--- config.mk ---
export PLATFORM = sky130hd
export DESIGN_NAME = smsr_registers
export DESIGN_NICKNAME = d
export VERILOG_FILES = /design/src/smsr_pkg.sv /design/src/smsr_motion_if.sv /design/src/smsr_registers.sv /design/src/smsr_sampler.sv
export SDC_FILE = /design/constraint.sdc
export NUM_CORES = 2
export LEC_CHECK = 0
export BUFFER_PORTS_ARGS = -buffer_cell sky130_fd_sc_hd__buf_2
export CORE_MARGIN = 4
export CORE_UTILIZATION = 62
export CTS_CLUSTER_SIZE = 28
export DETAILED_ROUTE_END_ITERATION = 6
export PLACE_DENSITY_LB_ADDON = 0.25
export SLEW_MARGIN = 20
export SYNTH_ARGS = -nofsm -noshare
export SYNTH_HDL_FRONTEND = slang
export SYNTH_SLANG_ARGS = --single-unit
--- constraint.sdc ---
create_clock -name clk_i -period 40.1 [get_ports clk_i]
set_input_delay 0 -clock clk_i [delete_from_list [all_inputs] [get_ports clk_i]]
set_output_delay 0 -clock clk_i [all_outputs]
set_load 0.01 [all_outputs]
--- src/smsr_pkg.sv ---
// Constants for the servo setpoint and feedback register group.
// Assumes a 10 MHz system clock and a register port addressed by register index.
package smsr_pkg;

  ////////////////////////////////////////////////////////////////////////////////
  // Register indices, one 32-bit word each
  localparam logic [7:0] ADDR_MODE       = 8'h02;
  localparam logic [7:0] ADDR_TARGET     = 8'h03;
  localparam logic [7:0] ADDR_NEW_POS    = 8'h04;
  localparam logic [7:0] ADDR_VELOCITY   = 8'h05;
  localparam logic [7:0] ADDR_ACCEL      = 8'h06;
  localparam logic [7:0] ADDR_TORQUE     = 8'h07;
  localparam logic [7:0] ADDR_FUNCTION   = 8'h08;
  localparam logic [7:0] ADDR_ZERO_INDEX = 8'h09;
  localparam logic [7:0] ADDR_ACTUAL     = 8'h0A;
  localparam logic [7:0] ADDR_VEL_AVG    = 8'h0B;
  localparam logic [7:0] ADDR_VEL_INST   = 8'h0C;
  localparam logic [7:0] ADDR_LOAD       = 8'h0D;
  localparam logic [7:0] ADDR_CONTROL    = 8'h24;
  localparam logic [7:0] ADDR_FAST_CMD   = 8'h25;
  localparam logic [7:0] ADDR_LOOP_DIV   = 8'h9D;

  ////////////////////////////////////////////////////////////////////////////////
  // Values after reset
  localparam logic [31:0] RESET_POSITION = 32'h0000_0000;
  localparam logic [31:0] RESET_VELOCITY = 32'h0000_0115;
  localparam logic [31:0] RESET_ACCEL    = 32'h0000_0012;
  localparam logic [9:0]  RESET_TORQUE   = 10'h3FF;
  localparam logic [31:0] RESET_LOAD     = 32'h0001_0000;
  localparam logic [7:0]  RESET_MODE     = 8'h00;
  localparam logic [7:0]  RESET_LOOP_DIV = 8'h01;

  ////////////////////////////////////////////////////////////////////////////////
  // Field positions and codes
  localparam int          CTRL_EXECUTE_BIT  = 6;
  localparam int          CTRL_RELATIVE_BIT = 8;
  localparam logic [31:0] FAST_CMD_ABSOLUTE = 32'h0000_0017;
  localparam logic [31:0] FAST_CMD_RELATIVE = 32'h0000_0018;
  localparam logic [7:0]  MODE_PASSIVE      = 8'h00;
  localparam logic [7:0]  MODE_POSITION     = 8'h02;
  localparam logic [7:0]  LOOP_DIV_DOUBLE   = 8'h02;
  localparam logic [31:0] TORQUE_FULL_SCALE = 32'h0000_03FF;

  ////////////////////////////////////////////////////////////////////////////////
  // Timing: control loop sample period
  localparam int SAMPLE_TIME_US = 1300;
  localparam int CLK_FREQ_MHZ   = 10;
  localparam int SAMPLE_CYCLES  = SAMPLE_TIME_US * CLK_FREQ_MHZ;
  localparam int AVG_DEPTH      = 16;
  localparam int AVG_SHIFT      = 4;

endpackage

--- src/smsr_motion_if.sv ---
// Carrier between the sample timer and the register core.
// Assumes both ends run on the same clock.
interface smsr_motion_if;
  logic               sample;     // One-cycle pulse per control sample
  logic signed [31:0] delta;      // Encoder counts moved in last sample
  logic signed [31:0] vel_avg;    // Mean of the last sixteen deltas
  logic        [7:0]  loop_div;   // Loop divider from the core

  modport sampler (output sample, output delta, output vel_avg, input loop_div);
  modport core    (input sample, input delta, input vel_avg, output loop_div);
endinterface

--- src/smsr_registers.sv ---
// Setpoint and feedback registers of a servo drive, with the combined
// position update and a simple position regulator.
// Assumes a register master on clk_i and encoder pins from the motor.
//
// Decided for this implementation: the strobed register port.

////////////////////////////////////////////////////////////////////////////////
module smsr_registers #(
  parameter int SAMPLE_CYCLES = smsr_pkg::SAMPLE_CYCLES
) (
  input  wire logic               clk_i,
  input  wire logic               reset_i,
  input  wire logic        [7:0]  addr_i,
  input  wire logic        [31:0] wdata_i,
  input  wire logic               wr_i,
  input  wire logic               rd_i,
  output logic             [31:0] rdata_o,
  input  wire logic               enc_step_i,
  input  wire logic               enc_dir_i,
  input  wire logic               zero_done_i,
  input  wire logic        [31:0] zero_single_turn_i,
  input  wire logic        [31:0] zero_position_i,
  output logic                    drive_enable_o,
  output logic signed      [31:0] velocity_command_o,
  output logic signed      [10:0] torque_command_o,
  output logic             [31:0] load_inertia_ratio_o
);

  ////////////////////////////////////////////////////////////////////////////////
  // Helpers

  // Symmetric saturation to plus or minus a non-negative limit
  function automatic logic signed [31:0] sat32(input logic signed [31:0] x,
                                              input logic signed [31:0] lim);
    logic signed [31:0] r;
    r = x;
    if (x > lim)
      r = lim;
    else if (x < -lim)
      r = -lim;
    return r;
  endfunction

  // Register write strobe for one index
  function automatic logic wr_hit(input logic       we,
                                  input logic [7:0] a,
                                  input logic [7:0] target);
    return we && (a == target);
  endfunction

  ////////////////////////////////////////////////////////////////////////////////
  // Storage

  logic        [7:0]  operating_mode;
  logic signed [31:0] target_position;
  logic signed [31:0] new_position_load;
  logic signed [31:0] velocity_setpoint;
  logic signed [31:0] acceleration_setpoint;
  logic        [9:0]  torque_limit;
  logic signed [31:0] function_position;
  logic        [31:0] zero_index_position;
  logic signed [31:0] actual_position;
  logic        [31:0] load_inertia_ratio;
  logic        [7:0]  output_loop_divider;
  logic               relative_update_select;
  logic               update_pending;

  logic               fast_abs;
  logic               fast_rel;
  logic               ctrl_exec;
  logic               update_req;
  logic               req_relative;
  logic               update_now;
  logic               update_rel;
  logic signed [31:0] delta_term;
  logic signed [31:0] next_actual;
  logic signed [31:0] next_cmd_vel;
  logic signed [31:0] next_torque;
  logic        [31:0] read_value;

  smsr_motion_if motion ();

  ////////////////////////////////////////////////////////////////////////////////
  // Sample timer and velocity measurement

  smsr_sampler #(
    .SAMPLE_CYCLES (SAMPLE_CYCLES)
  ) u_sampler (
    .clk_i      (clk_i),
    .reset_i    (reset_i),
    .enc_step_i (enc_step_i),
    .enc_dir_i  (enc_dir_i),
    .m          (motion)
  );

  assign motion.loop_div = output_loop_divider;

  ////////////////////////////////////////////////////////////////////////////////
  // Combined update request decode

  // Fast command codes
  assign fast_abs = wr_hit(wr_i, addr_i, smsr_pkg::ADDR_FAST_CMD)
                    && (wdata_i == smsr_pkg::FAST_CMD_ABSOLUTE);
  assign fast_rel = wr_hit(wr_i, addr_i, smsr_pkg::ADDR_FAST_CMD)
                    && (wdata_i == smsr_pkg::FAST_CMD_RELATIVE);

  // Control write with the execute bit set
  assign ctrl_exec = wr_hit(wr_i, addr_i, smsr_pkg::ADDR_CONTROL)
                     && wdata_i[smsr_pkg::CTRL_EXECUTE_BIT];

  assign update_req   = ctrl_exec || fast_abs || fast_rel;
  // Selection written with the trigger counts, else the stored one
  assign req_relative = fast_rel ||
                        (ctrl_exec && wdata_i[smsr_pkg::CTRL_RELATIVE_BIT]);

  // Never on a sample cycle, so the loop sees both positions moved or neither
  assign update_now = (update_req || update_pending) && !motion.sample;
  assign update_rel = update_req ? req_relative : relative_update_select;

  // Encoder motion lands only on sample cycles
  assign delta_term = motion.sample ? motion.delta : 32'sh0;

  ////////////////////////////////////////////////////////////////////////////////
  // Control bits: relative select is stored, execute shows a pending update

  always_ff @(posedge clk_i)
  begin
    if (reset_i)
      relative_update_select <= 1'b0;
    else if (wr_hit(wr_i, addr_i, smsr_pkg::ADDR_CONTROL))
      relative_update_select <= wdata_i[smsr_pkg::CTRL_RELATIVE_BIT];
    else if (fast_abs || fast_rel)
      relative_update_select <= fast_rel;
  end

  // Request caught on a sample cycle waits one cycle
  always_ff @(posedge clk_i)
  begin
    if (reset_i)
      update_pending <= 1'b0;
    else if (update_req && motion.sample)
      update_pending <= 1'b1;
    else if (update_now)
      update_pending <= 1'b0;
  end

  ////////////////////////////////////////////////////////////////////////////////
  // Actual position: zero search, combined update, host write, encoder

  always_comb
  begin
    next_actual = actual_position + delta_term;
    if (zero_done_i)
      next_actual = zero_position_i;
    else if (update_now)
    begin
      if (update_rel)
        next_actual = actual_position + new_position_load;
      else
        next_actual = new_position_load;
    end
    else if (wr_hit(wr_i, addr_i, smsr_pkg::ADDR_ACTUAL))
      next_actual = wdata_i + delta_term;
  end

  always_ff @(posedge clk_i)
  begin
    if (reset_i)
      actual_position <= smsr_pkg::RESET_POSITION;
    else
      actual_position <= next_actual;
  end

  ////////////////////////////////////////////////////////////////////////////////
  // Target position moves in the same cycle as the actual position

  always_ff @(posedge clk_i)
  begin
    if (reset_i)
      target_position <= smsr_pkg::RESET_POSITION;
    else if (update_now)
    begin
      if (update_rel)
        target_position <= target_position + new_position_load;
      else
        target_position <= new_position_load;
    end
    else if (wr_hit(wr_i, addr_i, smsr_pkg::ADDR_TARGET))
      target_position <= wdata_i;
  end

  // Function position follows the same step as the actual position
  always_ff @(posedge clk_i)
  begin
    if (reset_i)
      function_position <= smsr_pkg::RESET_POSITION;
    else if (update_now && !zero_done_i)
    begin
      if (update_rel)
        function_position <= function_position + new_position_load;
      else
        function_position <= function_position +
                             (new_position_load - actual_position);
    end
    else if (wr_hit(wr_i, addr_i, smsr_pkg::ADDR_FUNCTION))
      function_position <= wdata_i;
  end

  ////////////////////////////////////////////////////////////////////////////////
  // Zero search capture

  always_ff @(posedge clk_i)
  begin
    if (reset_i)
      zero_index_position <= smsr_pkg::RESET_POSITION;
    else if (zero_done_i)
      zero_index_position <= zero_single_turn_i;
    else if (wr_hit(wr_i, addr_i, smsr_pkg::ADDR_ZERO_INDEX))
      zero_index_position <= wdata_i;
  end

  ////////////////////////////////////////////////////////////////////////////////
  // Plain setpoint registers

  always_ff @(posedge clk_i)
  begin
    if (reset_i)
    begin
      operating_mode        <= smsr_pkg::RESET_MODE;
      new_position_load     <= smsr_pkg::RESET_POSITION;
      velocity_setpoint     <= smsr_pkg::RESET_VELOCITY;
      acceleration_setpoint <= smsr_pkg::RESET_ACCEL;
      torque_limit          <= smsr_pkg::RESET_TORQUE;
      load_inertia_ratio    <= smsr_pkg::RESET_LOAD;
      output_loop_divider   <= smsr_pkg::RESET_LOOP_DIV;
    end
    else if (wr_i)
    begin
      unique case (addr_i)
        smsr_pkg::ADDR_MODE:     operating_mode        <= wdata_i[7:0];
        smsr_pkg::ADDR_NEW_POS:  new_position_load     <= wdata_i;
        smsr_pkg::ADDR_VELOCITY: velocity_setpoint     <= wdata_i;
        smsr_pkg::ADDR_ACCEL:    acceleration_setpoint <= wdata_i;
        // Wider values are cut to the 0..1023 range
        smsr_pkg::ADDR_TORQUE:   torque_limit          <= wdata_i[9:0];
        smsr_pkg::ADDR_LOAD:     load_inertia_ratio    <= wdata_i;
        smsr_pkg::ADDR_LOOP_DIV: output_loop_divider   <= wdata_i[7:0];
        default: ;
      endcase
    end
  end

  assign load_inertia_ratio_o = load_inertia_ratio;

  ////////////////////////////////////////////////////////////////////////////////
  // Position regulator, stepped once per sample

  // Velocity toward target, slewed by the acceleration, torque capped
  always_comb
  begin
    next_cmd_vel = sat32(target_position - actual_position,
                         sat32(velocity_setpoint, 32'sh7FFF_FFFF));
    next_cmd_vel = velocity_command_o +
                   sat32(next_cmd_vel - velocity_command_o,
                         acceleration_setpoint);
    next_torque  = sat32(next_cmd_vel - motion.delta,
                         32'(torque_limit));
  end

  always_ff @(posedge clk_i)
  begin
    if (reset_i)
    begin
      velocity_command_o <= 32'sh0;
      torque_command_o   <= 11'sh0;
      drive_enable_o     <= 1'b0;
    end
    else if (operating_mode != smsr_pkg::MODE_POSITION)
    begin
      // Any mode other than position: nothing driven, axis free to move
      velocity_command_o <= 32'sh0;
      torque_command_o   <= 11'sh0;
      drive_enable_o     <= 1'b0;
    end
    else
    begin
      drive_enable_o <= 1'b1;
      if (motion.sample)
      begin
        velocity_command_o <= next_cmd_vel;
        torque_command_o   <= next_torque[10:0];
      end
    end
  end

  ////////////////////////////////////////////////////////////////////////////////
  // Read port: data one cycle after the strobe, zero otherwise

  always_comb
  begin
    read_value = 32'h0000_0000;
    unique case (addr_i)
      smsr_pkg::ADDR_MODE:       read_value = {24'h00_0000, operating_mode};
      smsr_pkg::ADDR_TARGET:     read_value = target_position;
      smsr_pkg::ADDR_NEW_POS:    read_value = new_position_load;
      smsr_pkg::ADDR_VELOCITY:   read_value = velocity_setpoint;
      smsr_pkg::ADDR_ACCEL:      read_value = acceleration_setpoint;
      smsr_pkg::ADDR_TORQUE:     read_value = {22'h00_0000, torque_limit};
      smsr_pkg::ADDR_FUNCTION:   read_value = function_position;
      smsr_pkg::ADDR_ZERO_INDEX: read_value = zero_index_position;
      smsr_pkg::ADDR_ACTUAL:     read_value = actual_position;
      smsr_pkg::ADDR_VEL_AVG:    read_value = motion.vel_avg;
      smsr_pkg::ADDR_VEL_INST:   read_value = motion.delta;
      smsr_pkg::ADDR_LOAD:       read_value = load_inertia_ratio;
      smsr_pkg::ADDR_LOOP_DIV:   read_value = {24'h00_0000, output_loop_divider};
      smsr_pkg::ADDR_CONTROL:
      begin
        read_value[smsr_pkg::CTRL_RELATIVE_BIT] = relative_update_select;
        read_value[smsr_pkg::CTRL_EXECUTE_BIT]  = update_pending;
      end
      default:                   read_value = 32'h0000_0000;
    endcase
  end

  always_ff @(posedge clk_i)
  begin
    if (reset_i)
      rdata_o <= 32'h0000_0000;
    else if (rd_i)
      rdata_o <= read_value;
    else
      rdata_o <= 32'h0000_0000;
  end

endmodule

--- src/smsr_sampler.sv ---
// Sample timer, encoder step counter and sixteen-sample velocity mean.
// Assumes encoder step and direction arrive as asynchronous pins.
module smsr_sampler #(
  parameter int SAMPLE_CYCLES = smsr_pkg::SAMPLE_CYCLES
) (
  input  wire logic          clk_i,
  input  wire logic          reset_i,
  input  wire logic          enc_step_i,
  input  wire logic          enc_dir_i,
  smsr_motion_if.sampler     m
);

  logic        [2:0]  step_sync;
  logic        [1:0]  dir_sync;
  logic        [31:0] period_cnt;
  logic        [31:0] period_last;
  logic signed [31:0] count_acc;
  logic signed [31:0] step_val;
  logic signed [31:0] hist [smsr_pkg::AVG_DEPTH];
  logic        [3:0]  hist_idx;
  logic signed [35:0] hist_sum;
  logic               sample_d;

  ////////////////////////////////////////////////////////////////////////////////
  // Two flops on each pin; third step flop only feeds the edge detect
  always_ff @(posedge clk_i)
  begin
    step_sync <= {step_sync[1:0], enc_step_i};
    dir_sync  <= {dir_sync[0], enc_dir_i};
  end

  // Signed step of this cycle
  always_comb
  begin
    step_val = 32'sh0;
    if (step_sync[1] && !step_sync[2])
      step_val = dir_sync[1] ? -32'sh1 : 32'sh1;
  end

  // Divider 2 doubles the period
  assign period_last = (m.loop_div == smsr_pkg::LOOP_DIV_DOUBLE) ?
                       32'(2 * SAMPLE_CYCLES - 1) : 32'(SAMPLE_CYCLES - 1);

  ////////////////////////////////////////////////////////////////////////////////
  // Period counter and per-sample step total
  always_ff @(posedge clk_i)
  begin
    if (reset_i)
    begin
      period_cnt <= 32'h0000_0000;
      count_acc  <= 32'sh0;
      m.delta    <= 32'sh0;
      m.sample   <= 1'b0;
    end
    else if (period_cnt >= period_last)
    begin
      period_cnt <= 32'h0000_0000;
      m.delta    <= count_acc + step_val;
      count_acc  <= 32'sh0;
      m.sample   <= 1'b1;
    end
    else
    begin
      period_cnt <= period_cnt + 32'h0000_0001;
      count_acc  <= count_acc + step_val;
      m.sample   <= 1'b0;
    end
  end

  ////////////////////////////////////////////////////////////////////////////////
  // Running sum over a ring of sixteen deltas, one cycle after the sample
  always_ff @(posedge clk_i)
  begin
    if (reset_i)
    begin
      for (int i = 0; i < smsr_pkg::AVG_DEPTH; i++)
        hist[i] <= 32'sh0;
      hist_idx  <= 4'h0;
      hist_sum  <= 36'sh0;
      sample_d  <= 1'b0;
      m.vel_avg <= 32'sh0;
    end
    else
    begin
      sample_d <= m.sample;
      if (m.sample)
      begin
        hist[hist_idx] <= m.delta;
        hist_idx       <= hist_idx + 4'h1;
        hist_sum       <= hist_sum + 36'(m.delta) - 36'(hist[hist_idx]);
      end
      if (sample_d)
        m.vel_avg <= 32'(hist_sum >>> smsr_pkg::AVG_SHIFT);
    end
  end

endmodule
# == Yosys cells after proc, flatten, opt, wreduce, memory -nomap -nowiden ==
# Memory sizes are Yosys's and may differ from the RTL's. A register that Yosys moved wholly into a read port is not among the register bits.
# Index checks and enable logic that the tools add are counted.
# classes
add_sub_neg,19
magnitude_cmp,9
eq_ne,19
n_mux,46
bitwise,1
reduce_logical,38
# op_table
cell,count
$mux W32,22
$add A32 B32 Y32,8
$pmux W23 S11,1
$sub A32 B32 Y32,4
$lt A32 B32 Y1,3
$pmux W6 S13,1
$eq A32 B5 Y1 const B,2
$gt A32 B32 Y1,2
$neg A32 Y32,2
$eq A8 B4 Y1 const B,6
$add A36 B32 Y36,1
$sub A36 B32 Y36,1
$add A32 B1 Y32 const B,1
$eq A8 B3 Y1 const B,4
$ge A32 B32 Y1,1
$gt A32 B11 Y1,1
$gt A32 B32 Y1 const B,1
$lt A32 B32 Y1 const B,1
$neg A10 Y32,1
$reduce_or A32 Y1,1
$eq A8 B2 Y1 const B,3
$mux W11,2
$eq A8 B6 Y1 const B,2
$mux W15,1
other kinds (15),60
# word_totals
regBits,535
ramBits,512
in_bits,111
out_inout_bits,108
wordCells,160
mem_count,1
# mem_list
memory,depth,width,read_ports,rd_ports_with_merged_regs,wr,line,rtl
u_sampler.hist,16,32,1,1,16,smsr_sampler.sv:19,logic signed [31:0] hist [smsr_pkg::AVG_DEPTH];

# == Depth between registers and ports, before layout ==
# depth
word_depth,16
mapped_depth,97
ltp_nobuf,94

# == Cells and area by module ==
# Synthesis repeated with hierarchy kept, for this count alone.
# hier_totals
hier_cells,8137
area_unflattened_um2,73266.5
# modules_own_cells
module,instances,cells_per_inst,area_each_um2
smsr_registers,1,5467,39855.7
smsr_sampler,1,2670,33410.8

# == Worst setup path before layout ==
# Ideal clock, no wire load.
# synth_timing
path_kind,register to register
start,register velocity_setpoint[0]
end,register torque_command_o[9]
setup_ns,0.128
arrival_ns,18.768
t_required_ns,39.972
setup_slack_ns,21.204
stages_incl_launch_ff,94
n_path_buf,8
synth_period_minus_slack_ns,18.896
path_cell_list,dfxtp_1 -> or3_1 -> clkbuf_1 -> nor3_1 -> nand2_1 -> o41ai_1 -> ha_1 -> clkbuf_1 -> or4_1 -> or3_1 -> or3_1 -> clkbuf_1 -> or4_1 -> or3_1 -> or2_1 -> clkbuf_1 -> nor3_1 -> o21ai_1 -> (+58 left out) -> nor2_1 -> xor2_1 -> ha_1 -> a21oi_1 -> nor2b_1 -> o21ai_0 -> nand2b_1 -> a21oi_1 -> nor2b_1 -> o21ai_0 -> and3_1 -> nand2_1 -> o211ai_1 -> clkbuf_1 -> mux2i_1 -> mux2i_1 -> mux2i_1 -> nor2_1
# synth_between
elab_chain_len,16
# synth_rtl
element,line,rtl
start: declaration,smsr_registers.sv:57,logic signed [31:0] velocity_setpoint;
start signal: assignment,smsr_registers.sv:231,velocity_setpoint <= smsr_pkg::RESET_VELOCITY;
start signal: assignment,smsr_registers.sv:242,smsr_pkg::ADDR_VELOCITY: velocity_setpoint <= wdata_i;
$lt A32 B32 Y1,smsr_registers.sv:39,else if (x < -lim)
$mux W32,smsr_registers.sv:39,
$mux W32 (*),smsr_registers.sv:37,if (x > lim)
$neg A32 Y32,"smsr_registers.sv:39, smsr_registers.sv:40",
$lt A32 B32 Y1,smsr_registers.sv:39,
$mux W32,smsr_registers.sv:39,
$mux W32 (*),smsr_registers.sv:37,
$sub A32 B32 Y32 (*),smsr_registers.sv:264,"sat32(next_cmd_vel - velocity_command_o,"
$lt A32 B32 Y1,smsr_registers.sv:39,
$mux W32,smsr_registers.sv:39,
$mux W32 (*),smsr_registers.sv:37,
$add A32 B32 Y32 (*),smsr_registers.sv:263,next_cmd_vel = velocity_command_o +
via next_cmd_vel[20],smsr_registers.sv:77,logic signed [31:0] next_cmd_vel;
$sub A32 B32 Y32 (*),smsr_registers.sv:266,"next_torque = sat32(next_cmd_vel - motion.delta,"
$lt A32 B32 Y1,smsr_registers.sv:39,
$mux W11,smsr_registers.sv:39,
$mux W11 (*),smsr_registers.sv:37,
end signal: assignment,smsr_registers.sv:291,torque_command_o <= next_torque[10:0];
end: declaration,smsr_registers.sv:25,"output logic signed [10:0] torque_command_o,"
# Mark *: on every way through the listed nets, which the timed path passes. The rest lies on a longest branch.
# A chain may end at the register's enable or synchronous reset.

# == Worst setup path in the final report ==
# layout_timing
start,register velocity_setpoint[1]
end,register torque_command_o[2]
# The elaborated chain is that of the path after synthesis.

==> flow_summary.yaml <==
setup_path:
  required_ps: 40710
  critPathMaxFanout: 33
  cp-start-kind: "flip-flop"
  crit_buf_inv: 4
  max_stage_delay_ps: 550
  path_common_cell: "nand2_1"
  crit_type: "reg2reg"
  worst_path_dominant_cell_family: "compound AO/OA/AOI/OAI gates"
  endpoint_kind: "flip-flop"
  cp.arrival_ps: 21920
  cpMaxStageDelayCell: "nor4_1"
synthesis:
  syn_area_per_cell_um2: 8.98
  ys.warnings.count: 0
  netlist_top_cells_count: "nand2_1, a21oi_1, nor2_1, ha_1, dfxtp_1"
  yosysMostFrequentCell: "nand2_1"
  syn_area_um2: 72700
  synth.area.top_cells: "edfxtp_1, dfxtp_1, ha_1, mux4_2, a21oi_1"
  synthFlopType: "dfxtp_1"
  yosys.area.top_type: "edfxtp_1"
  synth_top_area_frac: 0.212
  ys_seq_elements: 1051
  ys_types: 102
  synth_enable_flop_cells: 512
  syn_inst: 8091
  seq_area_frac_synth: 0.360
  synthArstFlopShare: 0
sta:
  hold_violations: 0
  min_period_over_period: 0.531
  fmax_ghz: 0.0469
  worstMarginPinSlew_ps: 1300
  rsz0062_at_grt: "no"
  fin_crit_ps: 21310
  fin_worst_skew_ps: 51.7
  slew_headroom: 0.127
  maxSlewViolCount: 0
  finalSetupViolCount: 0
  tns_ps: 0
  hold_ws_ps: 45.5
pwr:
  power.switching_mw: 1.35
  comb_power_share: 0.366
  pwr-share-clk: 0.313
  sw_frac_of_total: 0.361
  p_seq_frac: 0.321
  vdd_drop_max_mv: 0.0487
  power.total_mw: 3.75
  leakage_nw: 32.0
  pwr_density_cell_nw_per_um2: 46.4
  intPower_mw: 2.40
min_path:
  hp-class: "in2reg"
grt:
  grt_pass1_wl_um: 401000
  grt_overflow: 0
  grt_use_total: 0.435
  grt_pass1_vias: 63500
  antenna_found_initial: 25
  grt_start_max_net_pins: 93
clock_tree:
  clock_latency_ps: 780
  cts_root_buffer: "clkbuf_16"
  clk_pin_slew_worst_paths_ps: 70
  cts_tree: "yes"
  htreeDepth: 3
  cts_sinks: 1051
  clk_path_buf_depth: 3
  cts_made_buffers: 114
  cts_resized: 0
status:
  violations: "design-rule violations"
  status: "finished, violations left"
route:
  drc_errors: 14
  vias: 67700
  via_per_inst: 6.88
  dr.first_iter.drc_count: 10400
  antenna_left: 0
  drtPass1Iterations: 7
  drt-total-wl_um: 274000
  wire_per_inst_um: 27.9
placement:
  gp_congestion: 1.05
  place_area_um2: 75000
  io_buffers: 218
  dp_hpwl_um: 194000
  placedCellCount: 9432
cells_and_area:
  largest_register_ffs: 512
  top_regs: "u_sampler.hist (512), u_sampler.hist_sum (36)"
  syn2layout_area_growth_pct: 11.3
  instances_no_fill: 9832
  final_area_um2: 80900
  nets: 8962
  top_register: "u_sampler.hist"
  layout-drive-gt1-share: 0.0966
floorplanning:
  die_w_um: 350
  rows: 125
  die-area_um2: 123000
  die_h_um: 350
  coreArea_um2: 116000
  pin_count: 219
  start_util: 0.625
run:
  drv_cap: 0
==> stage by stage <==
step / util / worst slack (ps)
after floorplan: - / 21200
after global placement: 0.644 / 19620
after detailed placement: 0.644 / 19100
after CTS: 0.695 / 19050
after global routing: 0.695 / 17230
final: 0.695 / 18790
==> final timing paths <==
kind                                               end  cells past startpoint                    from  slack (ps)
worst max-delay path               torque_command_o[2]                     87    velocity_setpoint[1]       18790
worst min-delay path               actual_position[29]                      4     zero_position_i[29]          50
worst min register to register  u_sampler.step_sync[1]                      0  u_sampler.step_sync[0]         330
worst max register to register     torque_command_o[2]                     87    velocity_setpoint[1]       18790
==> logic make-up after synthesis <==
| family | count (synthesis) | share of synthesized area |
|---|---|---|
| and+or+nand+nor | 2685 | 0.172 |
| xor gates and xnor gates | 377 | 0.0457 |
| muxes | 356 | 0.0768 |
| buffers and inverters | 1049 | 0.0548 |
| DFF | 1051 | 0.360 |
| other | 1 | 0.0000516 |
| adders and majority gates | 664 | 0.122 |
| AOI/OAI and AO/OA | 1908 | 0.168 |
==> worst register-to-register path: cells and delay by family (launching register included) <==
| kind | cells | cell delay (ps) |
|---|---|---|
| buf+inv | 4 | 1050 |
| fa+ha+maj | 8 | 2600 |
| compound gates | 37 | 7980 |
| simple gates | 33 | 7710 |
| xor+xnor | 4 | 1200 |
| flops | 1 | 380 |
| mux | 1 | 230 |
==> power by group through the flow <==
stage / clock, mW / sequential, mW / combinational, mW
after floorplan: 0 / 1.20 / 0.985
after global placement: 0 / 1.22 / 1.27
after detailed placement: 0 / 1.22 / 1.30
after CTS: 1.17 / 1.20 / 1.33
after global routing: 1.22 / 1.21 / 1.50
final: 1.18 / 1.20 / 1.37
==> area by class of cell <==
cell class                      count  area (µm²)
Sequential cell                  1051       26200
Timing Repair Buffer              503        3670
Fill cell                        9005       35500
Inverter                          511        1920
Tap cell                         1524        1910
Clock buffer                      144        3170
Multi-Input combinational cell   6006       42900
Clock inverter                     74        1050
Antenna cell                       19        47.5
==> cell usage in the layout (no fill, tap or decap), types with 50 or more instances in the layout <==
master and n:
xnor2_1 261, o21ai_0 296, nor4_1 168, nor2b_1 73
a21o_1 150, edfxtp_1 512, clkbuf_16 116, a31oi_1 50
o21a_1 89, fa_1 76, a22oi_1 50, nand4_1 51
o211ai_1 52, and2_1 53, xor2_1 113, inv_1 477
dlygate4sd3_1 162, ha_1 588, a211oi_1 126, nor3_1 516
nand2b_1 59, mux2i_1 184, o21bai_1 55, nor2_1 626
nand2_1 784, buf_2 216, buf_4 122, dfxtp_1 531
a21oi_1 657, nand3_1 162, a221oi_1 60, mux4_2 160
==> routing by layer <==
layer  vias up  GRT usage  share of wire
li1      29600          -              -
met1     31900      0.574           0.37
met2      5224      0.612           0.40
met3       944      0.154           0.16
met4         8      0.263          0.074
met5         -    0.00863        0.00071
==> what timing repair did <==
action,in CTS,in global routing
buffers inserted,0,0
hold buffers,162,0
hold endpoints to repair,319,0
(Power assumes the default switching activity.)
